$ cat src/aim_pkg.sv
package aim_pkg;

  // Timing.
  localparam int CLK_PERIOD_NS = 10;
  localparam int TENTH_SEC_NS = 100_000_000;
  localparam int TENTH_SEC_CYC = TENTH_SEC_NS / CLK_PERIOD_NS;

  // Register index space; byte address is four times the index.
  localparam int IDX_W = 16;
  localparam int NCFG = 22;
  localparam int S_OVL_FLT = 0;
  localparam int S_DEV_FLT = 1;
  localparam int S_DRV_TMP = 2;
  localparam int S_OL_TIME = 3;
  localparam int S_SPEED = 4;
  localparam int S_DEV_ADV = 5;
  localparam int S_MTR_TMP = 6;
  localparam int S_AC_OV = 7;
  localparam int S_AC_UV = 8;
  localparam int S_DC_OV = 9;
  localparam int S_DC_UV = 10;
  localparam int S_TRIP = 11;
  localparam int S_ODO = 12;
  localparam int S_LOAD_A = 13;
  localparam int S_LOAD_B = 14;
  localparam int S_LOAD_ZERO = 15;
  localparam int S_LOAD_DIV = 16;
  localparam int S_USR_SEL = 17;
  localparam int S_USR_INV = 18;
  localparam int S_NET_EN = 19;
  localparam int S_ADV_AUTO = 20;
  localparam int S_ADV_ACT = 21;
  localparam logic [IDX_W-1:0] CFG_IDX [NCFG] = '{
    16'h0180, 16'h0181, 16'h01a0, 16'h01a1, 16'h01a2, 16'h01a5,
    16'h01a8, 16'h01a9, 16'h01aa, 16'h01ab, 16'h01ac, 16'h01af,
    16'h01b0, 16'h01b1, 16'h01b2, 16'h01b3, 16'h01b4, 16'h01bc,
    16'h01bd, 16'h6188, 16'h01bf, 16'h01c0};
  localparam logic [31:0] CFG_RST [NCFG] = '{
    32'h32, 32'h12c, 32'h55, 32'h32, 32'h0, 32'h12c,
    32'h55, 32'h1b3, 32'h78, 32'h276, 32'hb4, 32'h0,
    32'h0, 32'h0, 32'h0, 32'h1, 32'h1, 32'h80,
    32'h0, 32'h1, 32'h1, 32'hfff};
  localparam logic [IDX_W-1:0] IDX_STATUS = 16'h01c1;
  localparam logic [IDX_W-1:0] IDX_LOAD = 16'h01c2;

  // Status word fields.
  localparam int ST_FAULT_BIT = 8;
  localparam int ST_ADV_LSB = 16;

  // Advisory event bits.
  localparam int NADV = 12;
  localparam int A_USR = 0;
  localparam int A_DEV = 1;
  localparam int A_DRV = 2;
  localparam int A_MTR = 3;
  localparam int A_OV = 4;
  localparam int A_UV = 5;
  localparam int A_OLT = 6;
  localparam int A_SPD = 7;
  localparam int A_LDA = 8;
  localparam int A_LDB = 9;
  localparam int A_TRIP = 10;
  localparam int A_ODO = 11;

  // Fault codes and user source selection.
  localparam logic [7:0] CODE_COMBO = 8'h45;
  localparam logic [7:0] CODE_NET = 8'h81;
  localparam int USR_SRC_N = 128;

  typedef enum logic {ST_RUN, ST_FAULT} aim_fault_state_e;

  function automatic logic [31:0] wb_merge(input logic [31:0] old_v,
                                           input logic [31:0] new_v,
                                           input logic [3:0] sel);
    logic [31:0] r;
    r = old_v;
    for (int b = 0; b < 4; b++) begin
      if (sel[b]) begin
        r[b*8 +: 8] = new_v[b*8 +: 8];
      end
    end
    return r;
  endfunction : wb_merge

  function automatic logic at_or_above(input logic [31:0] v,
                                       input logic [31:0] lim);
    return v >= lim;
  endfunction : at_or_above

endpackage : aim_pkg

$ cat src/aim_advisory_flag.sv
module aim_advisory_flag (
  // Clock and reset.
  input wire logic clk_i,
  input wire logic rst_i,
  // Event control.
  input wire logic cond_i,
  input wire logic action_i,
  input wire logic auto_clear_i,
  input wire logic clear_i,
  // Flag outputs.
  output logic flag_o,
  output logic reflect_o
);

  logic flag_q;

  // A live cause beats both automatic and software clearing.
  always_ff @(posedge clk_i) begin
    if (rst_i) begin
      flag_q <= 1'b0;
    end else if (cond_i) begin
      flag_q <= 1'b1;
    end else if (auto_clear_i || clear_i) begin
      flag_q <= 1'b0;
    end
  end

  assign flag_o = flag_q;
  assign reflect_o = flag_q & action_i;

endmodule : aim_advisory_flag

$ cat src/aim_led_blink.sv
module aim_led_blink (
  // Clock and reset.
  input wire logic clk_i,
  input wire logic rst_i,
  // Pattern control.
  input wire logic tick_i,
  input wire logic fault_i,
  input wire logic blink_i,
  // Indicator.
  output logic led_red_o,
  output logic led_green_o
);

  logic [2:0] phase_q;
  logic red_q;
  logic green_q;
  wire blink_on = (phase_q == 3'h0) || (phase_q == 3'h2);

  always_ff @(posedge clk_i) begin
    if (rst_i) begin
      phase_q <= 3'h0;
    end else if (!blink_i) begin
      phase_q <= 3'h0;
    end else if (tick_i) begin
      phase_q <= phase_q + 3'h1;
    end
  end

  // Both colours share the two pulses, so they may look orange.
  always_ff @(posedge clk_i) begin
    if (rst_i) begin
      red_q <= 1'b0;
      green_q <= 1'b0;
    end else if (fault_i) begin
      red_q <= 1'b1;
      green_q <= 1'b0;
    end else if (blink_i) begin
      red_q <= blink_on;
      green_q <= blink_on;
    end else begin
      red_q <= 1'b0;
      green_q <= 1'b1;
    end
  end

  assign led_red_o = red_q;
  assign led_green_o = green_q;

endmodule : aim_led_blink

$ cat src/aim_alarm_info_monitor.sv
// Function
// - Overload fault after overload lasts the set count of tenth seconds.
// - Deviation fault once deviation reaches the programmed limit.
// - Network bus fault enabled by setting one, disabled by zero.
// - Combination fault, code 45h, on motor and driver supply mismatch.
// - DC driver faults on small frame motor with 48 V applied.
// - Fault drops no-fault, motion and pulse-ready outputs, stops motor.
// - Fault clear input clears a removed fault and restores outputs.
// - Each advisory event raises its own flag output.
// - User flag follows one selected output signal; 128 means off.
// - Invert bit flips the user flag logic.
// - Advisory events raise the common advisory output.
// - Advisory events blink the LED red and green twice.
// - Advisory events never stop the motor.
// - Action zero raises only the event flag.
// - Driver and motor temperature advisories at programmed limits.
// - Overload time and deviation advisories at programmed limits.
// - Speed advisory at its limit; zero disables it.
// - Voltage advisories use AC or DC limits per driver type.
// - Trip and total distance advisories; zero disables each.
// - Accumulated load divided by divisor, compared with two limits.
// - Auto clear zeroes accumulated load on motion start.
// - Action one raises flag, common output and LED blink.
// - Advisory auto clear drops flags once the cause is gone.
//
// Local design decision: register access over Wishbone.
module aim_alarm_info_monitor
  import aim_pkg::*;
#(
  parameter int ADR_W = 18,
  parameter int TICK_CYCLES = TENTH_SEC_CYC,
  parameter logic [7:0] OVL_CODE = 8'h01,
  parameter logic [7:0] DEV_CODE = 8'h02
) (
  // Clock and reset.
  input wire logic clk_i,
  input wire logic rst_i,
  // Wishbone slave.
  input wire logic wb_cyc_i,
  input wire logic wb_stb_i,
  input wire logic wb_we_i,
  input wire logic [ADR_W-1:0] wb_adr_i,
  input wire logic [3:0] wb_sel_i,
  input wire logic [31:0] wb_dat_i,
  output logic [31:0] wb_dat_o,
  output logic wb_ack_o,
  // Monitored quantities.
  input wire logic overload_i,
  input wire logic [31:0] deviation_i,
  input wire logic net_bus_err_i,
  input wire logic driver_ac_i,
  input wire logic motor_ac_i,
  input wire logic motor_small_frame_i,
  input wire logic supply_48v_i,
  input wire logic [15:0] driver_temp_i,
  input wire logic [15:0] motor_temp_i,
  input wire logic [15:0] speed_i,
  input wire logic [15:0] voltage_i,
  input wire logic [31:0] trip_i,
  input wire logic [31:0] odo_i,
  input wire logic load_tick_i,
  input wire logic [USR_SRC_N-1:0] out_sig_i,
  input wire logic motion_req_i,
  // Host signals.
  input wire logic fault_clear_i,
  output logic no_fault_o,
  output logic ready_o,
  output logic motion_active_o,
  output logic pulse_accept_ready_o,
  output logic motor_stop_o,
  output logic [7:0] fault_code_o,
  // Advisory outputs.
  output logic [NADV-1:0] advisory_flag_o,
  output logic advisory_o,
  output logic led_red_o,
  output logic led_green_o
);

  localparam int TW = $clog2(TICK_CYCLES + 1);

  logic ack_q;
  logic [31:0] dat_q;
  logic [31:0] cfg_q [NCFG];
  logic [31:0] rd_data;
  logic [NCFG-1:0] hit;
  logic [TW-1:0] tick_cnt_q;
  logic [15:0] ovl_cnt_q;
  logic [14:0] div_cnt_q;
  logic [31:0] acc_q;
  logic mact_q;
  logic [7:0] fault_code_q;
  aim_fault_state_e state_q;
  logic [NADV-1:0] adv_cond;
  logic [NADV-1:0] adv_reflect;

  // Bus decode.
  wire [IDX_W-1:0] idx = wb_adr_i[IDX_W+1:2];
  wire req = wb_cyc_i & wb_stb_i & ~ack_q;
  wire wr = req & wb_we_i;
  wire [31:0] wr_merged = wb_merge(32'h0, wb_dat_i, wb_sel_i);
  wire st_clr_wr = wr & (idx == IDX_STATUS);
  wire [NADV-1:0] sw_clr =
    st_clr_wr ? wr_merged[ST_ADV_LSB +: NADV] : {NADV{1'b0}};

  for (genvar k = 0; k < NCFG; k++) begin : g_hit
    assign hit[k] = (idx == CFG_IDX[k]);
  end

  wire fault_q = (state_q == ST_FAULT);
  wire [31:0] status_w = {4'h0, advisory_flag_o, 7'h0, fault_q,
                          fault_code_q};

  always_comb begin
    rd_data = 32'h0;
    for (int k = 0; k < NCFG; k++) begin
      if (hit[k]) begin
        rd_data = cfg_q[k];
      end
    end
    if (idx == IDX_STATUS) begin
      rd_data = status_w;
    end
    if (idx == IDX_LOAD) begin
      rd_data = acc_q;
    end
  end

  // One wait state; unmapped indices read zero and ignore writes.
  always_ff @(posedge clk_i) begin
    if (rst_i) begin
      ack_q <= 1'b0;
      dat_q <= 32'h0;
    end else begin
      ack_q <= req;
      if (req) begin
        dat_q <= rd_data;
      end
    end
  end

  always_ff @(posedge clk_i) begin
    if (rst_i) begin
      for (int k = 0; k < NCFG; k++) begin
        cfg_q[k] <= CFG_RST[k];
      end
    end else begin
      for (int k = 0; k < NCFG; k++) begin
        if (wr && hit[k]) begin
          cfg_q[k] <= wb_merge(cfg_q[k], wb_dat_i, wb_sel_i);
        end
      end
    end
  end

  assign wb_ack_o = ack_q;
  assign wb_dat_o = dat_q;

  // Tenth-second time base.
  wire tick = (tick_cnt_q == TW'(TICK_CYCLES - 1));

  always_ff @(posedge clk_i) begin
    if (rst_i || tick) begin
      tick_cnt_q <= '0;
    end else begin
      tick_cnt_q <= tick_cnt_q + TW'(1);
    end
  end

  always_ff @(posedge clk_i) begin
    if (rst_i || !overload_i) begin
      ovl_cnt_q <= 16'h0;
    end else if (tick && ovl_cnt_q != 16'hffff) begin
      ovl_cnt_q <= ovl_cnt_q + 16'h1;
    end
  end

  // Fault causes.
  // overload limit compare.
  wire ovl_cause = overload_i &
    at_or_above({16'h0, ovl_cnt_q}, cfg_q[S_OVL_FLT]);
  wire dev_cause = at_or_above(deviation_i, cfg_q[S_DEV_FLT]);
  wire net_cause = net_bus_err_i & cfg_q[S_NET_EN][0];
  wire combo_cause = (motor_ac_i != driver_ac_i) |
    (!driver_ac_i & motor_small_frame_i & supply_48v_i);
  wire any_cause = ovl_cause | dev_cause | net_cause | combo_cause;
  wire [7:0] cause_code = combo_cause ? CODE_COMBO :
                          net_cause ? CODE_NET :
                          ovl_cause ? OVL_CODE : DEV_CODE;

  // fault clear handshake; a live cause keeps the fault set.
  always_ff @(posedge clk_i) begin
    if (rst_i) begin
      state_q <= ST_RUN;
      fault_code_q <= 8'h0;
    end else begin
      case (state_q)
        ST_RUN: begin
          if (any_cause) begin
            state_q <= ST_FAULT;
            fault_code_q <= cause_code;
          end
        end
        ST_FAULT: begin
          if (fault_clear_i && !any_cause) begin
            state_q <= ST_RUN;
          end
        end
        default: begin
          state_q <= ST_RUN;
        end
      endcase
    end
  end

  // outputs depend on faults only (motion_active_o also on motion_req_i), never on advisories.
  assign no_fault_o = !fault_q;
  assign ready_o = !fault_q;
  assign pulse_accept_ready_o = !fault_q;
  assign motion_active_o = motion_req_i & !fault_q;
  assign motor_stop_o = fault_q;
  assign fault_code_o = fault_code_q;

  // accumulated load with divisor and auto zero.
  wire [14:0] div_raw = cfg_q[S_LOAD_DIV][14:0];
  wire [14:0] div_eff = (div_raw == 15'h0) ? 15'h1 : div_raw;
  wire mact_rise = motion_active_o & !mact_q;

  always_ff @(posedge clk_i) begin
    if (rst_i) begin
      mact_q <= 1'b0;
      div_cnt_q <= 15'h0;
      acc_q <= 32'h0;
    end else begin
      mact_q <= motion_active_o;
      if (mact_rise && cfg_q[S_LOAD_ZERO][0]) begin
        div_cnt_q <= 15'h0;
        acc_q <= 32'h0;
      end else if (load_tick_i) begin
        if (div_cnt_q + 15'h1 >= div_eff) begin
          div_cnt_q <= 15'h0;
          if (acc_q != 32'hffffffff) begin
            acc_q <= acc_q + 32'h1;
          end
        end else begin
          div_cnt_q <= div_cnt_q + 15'h1;
        end
      end
    end
  end

  // Advisory causes.
  wire [31:0] ov_lim = driver_ac_i ? cfg_q[S_AC_OV] : cfg_q[S_DC_OV];
  wire [31:0] uv_lim = driver_ac_i ? cfg_q[S_AC_UV] : cfg_q[S_DC_UV];
  wire [6:0] usr_sel = cfg_q[S_USR_SEL][6:0];
  // selected source; codes from 128 read as constant off.
  wire usr_sig = (cfg_q[S_USR_SEL] < 32'h80) & out_sig_i[usr_sel];

  assign adv_cond[A_USR] = usr_sig ^ cfg_q[S_USR_INV][0];
  assign adv_cond[A_DEV] = at_or_above(deviation_i, cfg_q[S_DEV_ADV]);
  assign adv_cond[A_DRV] =
    at_or_above({16'h0, driver_temp_i}, cfg_q[S_DRV_TMP]);
  assign adv_cond[A_MTR] =
    at_or_above({16'h0, motor_temp_i}, cfg_q[S_MTR_TMP]);
  assign adv_cond[A_OV] = at_or_above({16'h0, voltage_i}, ov_lim);
  assign adv_cond[A_UV] = at_or_above(uv_lim, {16'h0, voltage_i});
  assign adv_cond[A_OLT] = overload_i &
    at_or_above({16'h0, ovl_cnt_q}, cfg_q[S_OL_TIME]);
  assign adv_cond[A_SPD] = (cfg_q[S_SPEED] != 32'h0) &
    at_or_above({16'h0, speed_i}, cfg_q[S_SPEED]);
  assign adv_cond[A_LDA] = at_or_above(acc_q, cfg_q[S_LOAD_A]);
  assign adv_cond[A_LDB] = at_or_above(acc_q, cfg_q[S_LOAD_B]);
  assign adv_cond[A_TRIP] = (cfg_q[S_TRIP] != 32'h0) &
    at_or_above(trip_i, cfg_q[S_TRIP]);
  assign adv_cond[A_ODO] = (cfg_q[S_ODO] != 32'h0) &
    at_or_above(odo_i, cfg_q[S_ODO]);

  // per-event flags with action and auto clear.
  for (genvar k = 0; k < NADV; k++) begin : g_adv
    aim_advisory_flag u_flag (
      .clk_i(clk_i),
      .rst_i(rst_i),
      .cond_i(adv_cond[k]),
      .action_i(cfg_q[S_ADV_ACT][k]),
      .auto_clear_i(cfg_q[S_ADV_AUTO][0]),
      .clear_i(sw_clr[k]),
      .flag_o(advisory_flag_o[k]),
      .reflect_o(adv_reflect[k])
    );
  end

  assign advisory_o = |adv_reflect;

  // double blink while any reflected advisory stands.
  aim_led_blink u_led (
    .clk_i(clk_i),
    .rst_i(rst_i),
    .tick_i(tick),
    .fault_i(fault_q),
    .blink_i(advisory_o),
    .led_red_o(led_red_o),
    .led_green_o(led_green_o)
  );
endmodule : aim_alarm_info_monitor

$ cat config.mk
export PLATFORM = sky130hd
export DESIGN_NAME = aim_alarm_info_monitor
export DESIGN_NICKNAME = d
export VERILOG_FILES = /design/src/aim_pkg.sv /design/src/aim_advisory_flag.sv /design/src/aim_led_blink.sv /design/src/aim_alarm_info_monitor.sv
export SDC_FILE = /design/constraint.sdc
export NUM_CORES = 2
export LEC_CHECK = 0
export BUFFER_PORTS_ARGS = -buffer_cell sky130_fd_sc_hd__buf_2
export CAP_MARGIN = 20
export CORE_MARGIN = 3
export CORE_UTILIZATION = 40
export DETAILED_ROUTE_END_ITERATION = 8
export HOLD_SLACK_MARGIN = 0.05
export SYNTH_ARGS = -nofsm -noshare
export SYNTH_HDL_FRONTEND = slang
export SYNTH_SLANG_ARGS = --single-unit
export TNS_END_PERCENT = 100
$ cat constraint.sdc
create_clock -name clk_i -period 9.6 [get_ports clk_i]
set_input_delay 0.48 -clock clk_i [delete_from_list [all_inputs] [get_ports clk_i]]
set_output_delay 0.48 -clock clk_i [all_outputs]
set_load 0.01 [all_outputs]
==> impl_summary.md <==
Clock tree
The longest clock path from root to sink contains 3 buffers. The clock latency at the later pin of the worst-skew pair is around 0.7 ns. The CTS tree is yes. In this run, post-CTS repair resized a total of 0 instances. The cell sitting at the root of the clock tree is a clkbuf_16.

The level count of the clock H-tree is 3. In this run, CTS created clock tree buffers numbering 94. The clock slew at the register clock pins of the worst setup and hold paths is ~0.06 ns. The number of setup buffers added after CTS is 0. The count of hold-fix buffers inserted at cts is 0. Clock tree synthesis found a total of 847 sinks.

Setup path
STA classifies the critical path startpoint as an input pin. The capturing point of the worst reg2reg path is div_cnt_q[10]$_SDFFE_PP0P_. The kind of cell adding the most delay to the critical path is simple AND/OR/NAND/NOR gates.

The required time of the critical path is 10.21 ns. The worst register-to-register path begins at div_cnt_q[0]$_SDFFE_PP0P_. The highest cell delay on the worst timing path is around 0.93 ns. The worst reg-to-reg path cell count is 16. The cell type of the slowest stage on the worst timing path is a311oi_1. The arrival time of data at the critical path endpoint is 5.29 ns. The number of buffers and inverters on the critical path is 2.

The kind of end point of the critical path is a flop. Across all register-to-register paths, the minimum setup slack is 5.38 ns. In this run the worst path has a maximum fanout of 30.

The critical setup path kind is input pin to flop. The signal on the critical path passes through buf_2, or4_1, nor3_2, buf_4, nand2_1, o2111ai_1, nor4_1, a311oi_1, o21ai_0, a211oi_1.

Global route
The pin count of the biggest net entering global routing is 56. The number of global-route vias before repair was 38,450. Global routing finished with a remaining overflow of 0. The first global-routing pass estimated between 200 and 300 mm of wire.

Global routing consumed, over all layers together, 32.45% of the routing resources. The initial antenna violation count is 25.

Drt
The via-per-instance ratio is 6.156. For this run, design rule violations remaining after detail routing come to 0. In this run, the number of DRC markers left after iteration 0 of detailed routing was 6,188. The total iterations of the first detailed-routing run is 7. The total detailed-routing wirelength is 208.4 mm.

The residual antenna-violating net count after detailed routing is 0. For this block, the via count after detailed routing is 40,410. In the final routed layout, each cell accounts on average for 31.76 um.

Flow run
Max-cap violations in this run came to 0.

Synthesis
The number of enable flip-flop cells after synthesis is 704. After synthesis, the largest area contributor takes up about 44% of total cell area. The largest total area in the synthesized netlist belongs to edfxtp_1. The number of warnings printed during yosys synthesis is 0.

The leading register cell type out of synthesis is edfxtp_1. Counting instances in the post-synthesis netlist gives the leading cell types as 704 x edfxtp_1, 539 x and2_1, 327 x inv_1. The flop and latch count out of synthesis is about 850.

After synthesis, flip-flops and latches occupy 49.96% of the total area. The cell count after synthesis came out at about 4,600. The post-synthesis area per instance is 10.54 um2.

Sorting the synthesized cells by area gives the leading types as edfxtp_1 44%, ha_1 8.4%, and2_1 7.0%. In the synthesized netlist the async set-or-reset flop fraction comes to 0%. The number of distinct library cells after synthesis is 89. The mapped netlist covers 48,040 um2.

The most numerous cell in the Yosys netlist is edfxtp_1.

Timing
The shortest period the worst path allows is 4.679 ns. Setup violations remaining at the end of the flow were counted as 0. The final max-slew violation count is 0.

For this run, the top clock speed supported by timing is 0.2137 GHz. The number of hold violations in the final report is 0. The total negative slack is 0 ns.

For the final database, setup skew stands at around 0.043 ns. The post-route clock period utilization is 48.74%. Setup repair after global routing left no endpoint under its margin.

Headroom to the max-slew limit came out at 5.237%. For the pin with the worst max-slew slack, the measured transition is 1.408 ns.

Floorplanning
The horizontal die dimension is approximately 350 um. The core region is 118,600 um2. The initial core utilization is 40.53%. The die covers between 100,000 and 150,000 um2. The number of rows in the core area is 126. The number of top-level pins is 417.

Measured along the y axis, the die boundary spans 352.6 um.

Power
In this run the power density over the cells is 159.9 nW/um2. The reported leakage power is 21.92 nW. The design draws 8.800 mW.

IR analysis of the VDD net gives a maximum drop of 0.1540 mV.

Placed design
The number of placed instances, taps included, is about 6,400. Input and output buffers added on the ports amount to 411. Routability-driven placement finished with a final weighted congestion of 1.041. The HPWL reported at the end of detailed placement is 158.3 mm.

Min path
The tightest min-delay check is of the input pin to flop type. For hold timing, the worst endpoint is motor_stop_o$_SDFF_PP0_. The startpoint identified for the worst hold timing path is fault_clear_i.

The hold path depth is 3.

Cells and area
The share of final-layout standard cells stronger than drive strength 1 is 16.21%. After filler insertion, the fill cell instance count of the layout stands at around 11,000. After the last flow step, the layout net total stands at 5,555. From synthesis to final layout, the design area changed by 14.59%. The final standard cell count with taps included and fillers excluded is 6,564.

Status
The flow ran to the end, and the final reports show no timing, DRC or antenna violations.
cell type report:
class | count | area [um2] | share of cell area, %
tap | 1600 | 2002 | 3.636
inverter | 329 | 1237 | 2.248
multi-input combinational | 3086 | 21740 | 39.48
clock buffer | 136 | 2696 | 4.898
timing repair buffer | 517 | 2855 | 5.186
antenna | 11 | 27.53 | 0.05000
sequential | 847 | 24000 | 43.60
clock inverter | 38 | 495.5 | 0.9000
stage by stage:
step	hold WS [ns]	worst slack, ns	instance area, um2	utilization (%)
finish	0.09011	4.921	55050	46.44
detailed placement	0.4525	4.579	51810	43.70
floorplan	0.4258	6.027	48050	-
global placement	0.4404	4.601	51800	43.70
global route	0.09579	4.925	55040	46.42
CTS	0.07221	5.304	55000	46.40
placed cells by master, fill, tap and decap left out, types with 28 or more instances in the layout:
cell type / count
clkbuf_1: 29
o22ai_1: 60
dfxtp_1: 143
clkbuf_16: 99
buf_4: 107
ha_1: 324
and2_1: 539
a222oi_1: 33
a211oi_1: 28
a21o_1: 98
nand2b_1: 42
xor2_1: 39
nor2b_1: 57
mux2_2: 42
mux2i_1: 28
nand3_1: 90
nor4_1: 91
inv_1: 327
a221oi_1: 65
o21ai_0: 139
xnor2_1: 39
nor2_1: 202
nand4_1: 93
a21oi_1: 153
and3_1: 35
buf_2: 410
or3_1: 50
nand2_1: 298
nor3_1: 72
a22oi_1: 94
edfxtp_1: 704
kinds of logic after synthesis:
logic type,after synthesis,share of synthesized area [%]
muxes,93,2.646
AOI/OAI and AO/OA,893,13.05
other,1,0.007805
DFF,847,49.96
adders and majority gates,324,8.438
xor gates and xnor gates,78,1.422
buffers and inverters,627,5.115
and+or+nand+nor,1695,19.36
tightest hold or removal path: cells and delay by family:
family / cells / cell delay, ns
AOI/OAI and AO/OA: 1 / 0.08
and+or+nand+nor: 1 / 0.10
buffers and inverters: 1 / 0.07
state kept, by name, indices dropped and copies added (netlist names), 3 cells and up:
signal               count
cfg_q                  704
tick_cnt_q              24
u_led.phase_q            3
fault_code_o             4
div_cnt_q               15
wb_dat_o                32
g_adv.u_flag.flag_o     12
acc_q                   32
ovl_cnt_q               16
report_power, final:
part	total (mW)	internal, mW	leakage, nW	switching, mW
sequential	4.25	4.12	8.11	0.131
combinational	0.717	0.239	12.3	0.478
clock	3.83	2.25	1.56	1.58
layer usage:
metal / global-route usage, % / part of all wire, %
met1: 42.36 / 39
met2: 48.99 / 43
met3: 7.799 / 11
met5: 0 / 0.013
met4: 19.21 / 7.1
worst max path at each step:
stage | from | to | slack, ns | cells after the start
final | wb_adr_i[2] | wb_dat_o[2]$_SDFFE_PP0P_ | 4.92 | 10
after global routing | div_cnt_q[0]$_SDFFE_PP0P_ | div_cnt_q[10]$_SDFFE_PP0P_ | 4.92 | 16
after CTS | wb_adr_i[11] | wb_dat_o[6]$_SDFFE_PP0P_ | 5.30 | 9
after detailed placement | wb_adr_i[11] | wb_dat_o[6]$_SDFFE_PP0P_ | 4.58 | 9
after global placement | wb_adr_i[11] | wb_dat_o[2]$_SDFFE_PP0P_ | 4.60 | 9
after floorplan | div_cnt_q[0]$_SDFFE_PP0P_ | acc_q[11]$_SDFFE_PP0P_ | 6.03 | 17
Power figures use the tool's default switching activity.
